[src/rrn_pkg.sv]
package rrn_pkg;
  // ****************************************
  // widths
  // ****************************************
  localparam int INSTR_W = 14;
  localparam int DATA_W = 8;
  localparam int FADDR_W = 7;
  localparam int OPHI_W = 6;
  // ****************************************
  // opcode fields
  // ****************************************
  localparam int OPHI_LSB = 8;
  localparam int DEST_BIT = 7;
  localparam logic [INSTR_W-1:0] OPC_NO_OPERATION = 14'h0000;
  localparam logic [INSTR_W-1:0] OPC_SUBROUTINE_RETURN = 14'h0040;
  localparam logic [INSTR_W-1:0] OPC_INTERRUPT_RETURN = 14'h0060;
  localparam logic [OPHI_W-1:0] OPHI_LITERAL_RETURN = 6'h18;
  localparam logic [OPHI_W-1:0] OPHI_ROTATE_LEFT = 6'h0d;
  localparam logic [OPHI_W-1:0] OPHI_ROTATE_RIGHT = 6'h0c;
  localparam logic DEST_W_REG = 1'b0;
  localparam logic DEST_FILE = 1'b1;
  // ****************************************
  // cycle counts
  // ****************************************
  localparam int RETURN_CYCLES = 2;
  localparam int ROTATE_CYCLES = 1;
  localparam int NOP_CYCLES = 1;

  typedef enum {RRN_IDLE, RRN_RET_SECOND} rrn_state_t;
endpackage

[src/rrn_rot_if.sv]
interface rrn_rot_if #(parameter int WIDTH = 8);
  logic [WIDTH-1:0] operand;
  logic carry_in;
  logic left;
  logic [WIDTH-1:0] result;
  logic carry_out;

  modport user (output operand, output carry_in, output left,
                input result, input carry_out);
  modport rotator (input operand, input carry_in, input left,
                   output result, output carry_out);
endinterface

[src/rrn_rotate.sv]
module rrn_rotate (
  rrn_rot_if.rotator rot // operand in, rotated value out
);
  // ****************************************
  // rotate through carry, one bit
  // ****************************************
  localparam int W = $bits(rot.operand);
  wire [W-1:0] left_val = {rot.operand[W-2:0], rot.carry_in};
  wire [W-1:0] right_val = {rot.carry_in, rot.operand[W-1:1]};

  assign rot.result = rot.left ? left_val : right_val;
  assign rot.carry_out = rot.left ? rot.operand[W-1] : rot.operand[0];
endmodule

[src/rrn_decode.sv]
// What this block does
// - The subroutine return pops the stack, loads the popped top entry into the program counter and occupies two cycles.
// - The interrupt return pops the stack and loads the popped top entry into the program counter.
// - The interrupt return also sets the global interrupt enable and occupies two cycles.
// - The literal return loads its low-byte literal into the working register, pops the stack into the program counter and occupies two cycles.
// - Rotate left moves the file register up one bit, old carry into bit 0, old bit 7 into carry, in one cycle.
// - Rotate left writes the working register when the destination bit is zero and the file register when it is one.
// - Rotate right moves the file register down one bit, old carry into bit 7, old bit 0 into carry, in one cycle.
// - Both rotates take a seven-bit file address in the low bits and the destination bit just above it.
// - Rotate right writes the working register when the destination bit is zero and the file register when it is one.
module rrn_decode
  import rrn_pkg::*;
#(
  parameter int PC_W = 11
) (
  input wire logic CLK, // core clock
  input wire logic ARST_N, // async reset, active low
  input wire logic [INSTR_W-1:0] INSTR, // instruction word
  input wire logic INSTR_VALID, // instruction offered
  output logic READY, // instruction taken when high
  output logic UNSUPPORTED, // opcode outside this group
  output logic PC_INC, // advance program counter
  output logic PC_LOAD, // load program counter
  output logic [PC_W-1:0] PC_VALUE, // value for program counter
  output logic STACK_POP, // pop return stack
  input wire logic [PC_W-1:0] STACK_TOP, // current stack top entry
  output logic GLOBAL_IRQ_ENABLE_SET, // set interrupt enable
  output logic [FADDR_W-1:0] F_RADDR, // file read address
  input wire logic [DATA_W-1:0] F_RDATA, // file read data, same cycle
  output logic F_WE, // file write strobe
  output logic [FADDR_W-1:0] F_WADDR, // file write address
  output logic [DATA_W-1:0] F_WDATA, // file write data
  output logic W_WE, // working register write strobe
  output logic [DATA_W-1:0] W_DATA, // working register data
  input wire logic CARRY_IN, // current carry flag
  output logic CARRY_WE, // carry write strobe
  output logic CARRY_OUT // new carry flag
);
  // ****************************************
  // decode
  // ****************************************
  rrn_state_t state, next_state;
  wire [OPHI_W-1:0] op_hi = INSTR[INSTR_W-1:OPHI_LSB];
  wire take = INSTR_VALID && READY;
  wire is_nop = (INSTR == OPC_NO_OPERATION);
  wire is_sub_ret = (INSTR == OPC_SUBROUTINE_RETURN);
  wire is_irq_ret = (INSTR == OPC_INTERRUPT_RETURN);
  wire is_lit_ret = (op_hi == OPHI_LITERAL_RETURN);
  wire is_rol = (op_hi == OPHI_ROTATE_LEFT);
  wire is_ror = (op_hi == OPHI_ROTATE_RIGHT);
  wire is_ret = is_sub_ret || is_irq_ret || is_lit_ret;
  wire is_rot = is_rol || is_ror;
  wire dest_file = INSTR[DEST_BIT];
  wire take_ret = take && is_ret;
  wire take_rot = take && is_rot;

  assign READY = (state == RRN_IDLE);
  assign F_RADDR = INSTR[FADDR_W-1:0];

  rrn_rot_if #(.WIDTH(DATA_W)) rot ();
  assign rot.operand = F_RDATA;
  assign rot.carry_in = CARRY_IN;
  assign rot.left = is_rol;
  rrn_rotate u_rotate (.rot(rot));

  // ****************************************
  // sequencing
  // ****************************************
  always_comb begin
    next_state = state;
    case (state)
      RRN_IDLE: begin
        if (take_ret) begin
          next_state = RRN_RET_SECOND;
        end
      end
      RRN_RET_SECOND: begin
        next_state = RRN_IDLE;
      end
      default: begin
        next_state = RRN_IDLE;
      end
    endcase
  end

  always_ff @(posedge CLK or negedge ARST_N) begin
    if (!ARST_N) begin
      state <= RRN_IDLE;
    end else begin
      state <= next_state;
    end
  end

  // ****************************************
  // program counter and stack
  // ****************************************
  always_ff @(posedge CLK or negedge ARST_N) begin
    if (!ARST_N) begin
      PC_INC <= 1'b0;
      PC_LOAD <= 1'b0;
      PC_VALUE <= '0;
      STACK_POP <= 1'b0;
      GLOBAL_IRQ_ENABLE_SET <= 1'b0;
      UNSUPPORTED <= 1'b0;
    end else begin
      PC_INC <= take && (is_nop || is_rot);
      PC_LOAD <= take_ret;
      STACK_POP <= take_ret;
      if (take_ret) begin
        PC_VALUE <= STACK_TOP;
      end
      GLOBAL_IRQ_ENABLE_SET <= take && is_irq_ret;
      UNSUPPORTED <= take && !(is_nop || is_ret || is_rot);
    end
  end

  // ****************************************
  // data path
  // ****************************************
  always_ff @(posedge CLK or negedge ARST_N) begin
    if (!ARST_N) begin
      W_WE <= 1'b0;
      W_DATA <= '0;
      F_WE <= 1'b0;
      F_WADDR <= '0;
      F_WDATA <= '0;
      CARRY_WE <= 1'b0;
      CARRY_OUT <= 1'b0;
    end else begin
      W_WE <= (take && is_lit_ret) || (take_rot && !dest_file);
      F_WE <= take_rot && dest_file;
      CARRY_WE <= take_rot;
      if (take && is_lit_ret) begin
        W_DATA <= INSTR[DATA_W-1:0];
      end else if (take_rot) begin
        W_DATA <= rot.result;
      end
      if (take_rot) begin
        F_WADDR <= INSTR[FADDR_W-1:0];
        F_WDATA <= rot.result;
        CARRY_OUT <= rot.carry_out;
      end
    end
  end
endmodule

[config.mk]
export PLATFORM = sky130hd
export DESIGN_NAME = rrn_decode
export DESIGN_NICKNAME = d
export VERILOG_FILES = /design/src/rrn_pkg.sv /design/src/rrn_rot_if.sv /design/src/rrn_rotate.sv /design/src/rrn_decode.sv
export SDC_FILE = /design/constraint.sdc
export NUM_CORES = 1
export LEC_CHECK = 0
export BUFFER_PORTS_ARGS = -buffer_cell sky130_fd_sc_hd__buf_2
export CORE_MARGIN = 2
export CORE_UTILIZATION = 50
export DETAILED_ROUTE_END_ITERATION = 10
export GPL_TIMING_DRIVEN = 0
export PLACE_DENSITY = 0.87
export SYNTH_ARGS = -nofsm -noshare
export SYNTH_HDL_FRONTEND = slang
export SYNTH_HIERARCHICAL = 1
export SYNTH_SLANG_ARGS = --single-unit
[constraint.sdc]
create_clock -name CLK -period 4.8 [get_ports CLK]
set_input_delay 0.24 -clock CLK [delete_from_list [all_inputs] [get_ports CLK]]
set_output_delay 0.24 -clock CLK [all_outputs]
set_load 0.05 [all_outputs]
==> flow_summary.yaml <==
status:
  outcome: "complete, no violations"
route:
  routed_via_density: 5.09
  routed_wl_mm: 4.09
  drc: 0
  dr.pass1.iters: 4
  drtIter0Drc: 53
  antenna_left: 0
  post_drt_wl_per_cell_um: 14.7
  vias: 1414
layout:
  drive_gt1_share_pct: 57.0
  final_cell_area_mm2: 0.00257
  diodes: 0
  nNetsFinal: 266
  syn_to_final_growth_pct: 29.2
  num-fill-cells: 279
  layoutNonFillerInstCount: 278
placement:
  dp_cells: 270
  gp_congestion: 0.820
  port_buffers: 87
  hpwl_mm: 3.18
  dpl_cell_area_mm2: 0.00249
yosys:
  syn_avg_cell_area_um2: 14.7
  synth_nets: 172
  synth.cell_area_mm2: 0.00199
  synth.yosys.seq_area_share_pct: 54.1
  synth-seq-cells: 43
  synth_warnings: 6
  synth_cell_types: 26
  syn_inst: 135
global_routing:
  antenna_found_initial: 0
  grt_first_pass_wirelength_mm: 6.30
  grtUsageMet1_pct: 25.0
  met2_usage_pct: 28.6
  grt_max_degree: 44
  gr-usage-met3_pct: 6.59
  grt_pass1_vias: 1333
  grt_util_all_layers_pct: 19.1
  grt-busiest-layer: "met2"
  overflow: 0
setup_path:
  rrSetupSlack_ps: 2860
  startpoint_type: "input port"
  worst-setup-path-type: "input port to flop"
  ff2ff_path_depth: 4
  crit_arrival_ps: 2290
  cp-end-kind: "flop"
  worstPathMaxFanout: 9
  worst-endpoint-required_ps: 4990
floorplan:
  core_area_mm2: 0.00374
  ios: 88
  rows: 22
  floorplan.initialDensity_pct: 53.2
  die-area_mm2: 0.00450
  die_h_um: 67.1
  die_w_um: 67.1
clock_network:
  numCtsBuffers: 5
  clk_pin_slew_ps: 80
  cts_num_sinks: 43
  cts_tree: "built"
  postCtsHoldBufs: 0
  cts.path.max_buffers: 2
  cts_htree_levels: 2
  cts_root_buf: "clkbuf_8"
  cts.repair.resized: 0
  postCtsSetupRepairBufs: 0
  clkLatencyLatePin_ps: 290
sta:
  setup_violations: 0
  rsz0062_at_grt: "no"
  max_slew_margin_pct: 38.2
  fin_crit_ps: 2100
  skew_ps: 2.33
  clock.fmax_ghz: 0.476
  fin_crit_sh_pct: 43.8
  drv_slew: 0
  hold_violations: 0
  worst_pin_slew_ps: 927
  tns_ps: 0
pwr:
  max-vdd-ir-drop_mv: 0.277
  power.density_mw_per_mm2: 406
  p_leak_nw: 1.45
worst_hold_path:
  hp-class: "input port to async pin"
flow_run:
  drv_cap: 0
-- Yosys cell counts --
library cell  instances  area, µm²
nor4b_4               2       47.6
o21a_1                2       15.0
nor4_1                3       18.8
and3_1                1       6.26
nor4_2                1       12.5
mux2_4               17        255
or3b_2                1       8.76
buf_6                 3       33.8
buf_4                 9       67.6
nor2_1                3       11.3
mux2_2                2       22.5
or3b_4                1       11.3
nor2_2                1       6.26
a22o_1                8       70.1
nor3b_1               1       7.51
nor2b_1               1       6.26
dfrtp_1              43       1080
o31ai_1               1       7.51
nand2b_1              1       6.26
nand4_1               1       6.26
nor3_1                1       5.00
mux2_1               17        191
and4_1                1       8.76
and2_1                1       6.26
inv_1                 4       15.0
a21o_1                9       67.6
-- layer usage --
layer / vias to the layer above / wire length [µm]
li1: 674 / -
met1: 662 / 1790
met2: 69 / 1800
met3: 9 / 397
met4: 0 / 102
met5: - / 0
-- registers in the layout, indices dropped and copies added, names as in the netlist --
register,count
F_WE,1
state,1
STACK_POP,1
F_WADDR,7
PC_INC,1
PC_VALUE,11
F_WDATA,8
CARRY_WE,1
W_DATA,8
CARRY_OUT,1
UNSUPPORTED,1
W_WE,1
GLOBAL_IRQ_ENABLE_SET,1
-- worst max-delay path: stages --
cell and delay, ps:
buf_2 100, or3b_4 440, or3b_2 490, nor2_1 150, buf_6 180, mux2_4 320
a22o_1 210, a21o_1 150
-- placed cells by master, fill, tap and decap left out --
cell type	synthesis	routed
buf_6	3	3
nor4b_4	2	2
o21a_1	2	2
nor2_2	1	1
nor4_2	1	1
nand2b_1	1	1
o31ai_1	1	1
mux2_2	2	2
nor2b_1	1	1
clkbuf_8	0	5
a21o_1	9	9
buf_2	0	87
buf_4	9	9
and2_1	1	1
nor4_1	3	3
nand4_1	1	1
and4_1	1	1
nor3b_1	1	1
or3b_2	1	1
nor3_1	1	1
nor2_1	3	3
clkbuf_1	0	1
clkinv_2	0	1
inv_1	4	4
and3_1	1	1
clkinvlp_4	0	1
mux2_4	17	17
dfrtp_1	43	43
a22o_1	8	8
mux2_1	17	17
or3b_4	1	1
-- area by class of cell --
class | count | area, µm² | area share [%]
Buffer | 12 | 101 | 3.94
Tap cell | 48 | 60.1 | 2.34
Timing Repair Buffer | 87 | 435 | 16.9
Sequential cell | 43 | 1080 | 41.8
Clock buffer | 6 | 72.6 | 2.82
Inverter | 4 | 15.0 | 0.584
Clock inverter | 2 | 12.5 | 0.487
Multi-Input combinational cell | 76 | 798 | 31.0
-- report_power, final --
part | internal [mW] | leakage (nW) | switching [mW]
registers | 0.417 | 0.562 | 0.0262
logic | 0.104 | 0.846 | 0.278
clock network | 0.102 | 0.0412 | 0.118
-- logic make-up after synthesis --
group                  share of synthesized area, %
AO/OA/AOI/OAI                                  8.05
multiplexers                                   23.6
flip-flops                                     54.1
AND/OR/NAND/NOR                                8.49
buffers and inverters                          5.84
-- metrics by stage --
step	total power [mW]	setup WS (ps)	hold WS [ps]	util (%)
4_1_cts	1.05	2690	117	68.7
5_1_grt	1.09	2630	148	68.7
2_1_floorplan	0.730	2610	-55.6	-
6_report	1.04	2700	83.9	68.7
3_5_place_dp	0.836	2390	438	66.4
3_3_place_gp	0.827	2420	421	66.4
-- path summary, 6_finish.rpt --
path,startpoint,to
worst max-delay path,INSTR[13],W_DATA[7]
worst max register to register,state[0],F_WADDR[4]
max in group asynchronous,ARST_N,F_WDATA[2]
worst min-delay path,ARST_N,PC_VALUE[4]
min in group CLK,STACK_TOP[3],PC_VALUE[3]
worst min register to register,W_DATA[3],W_DATA[3]
(Power assumes the default switching activity.)
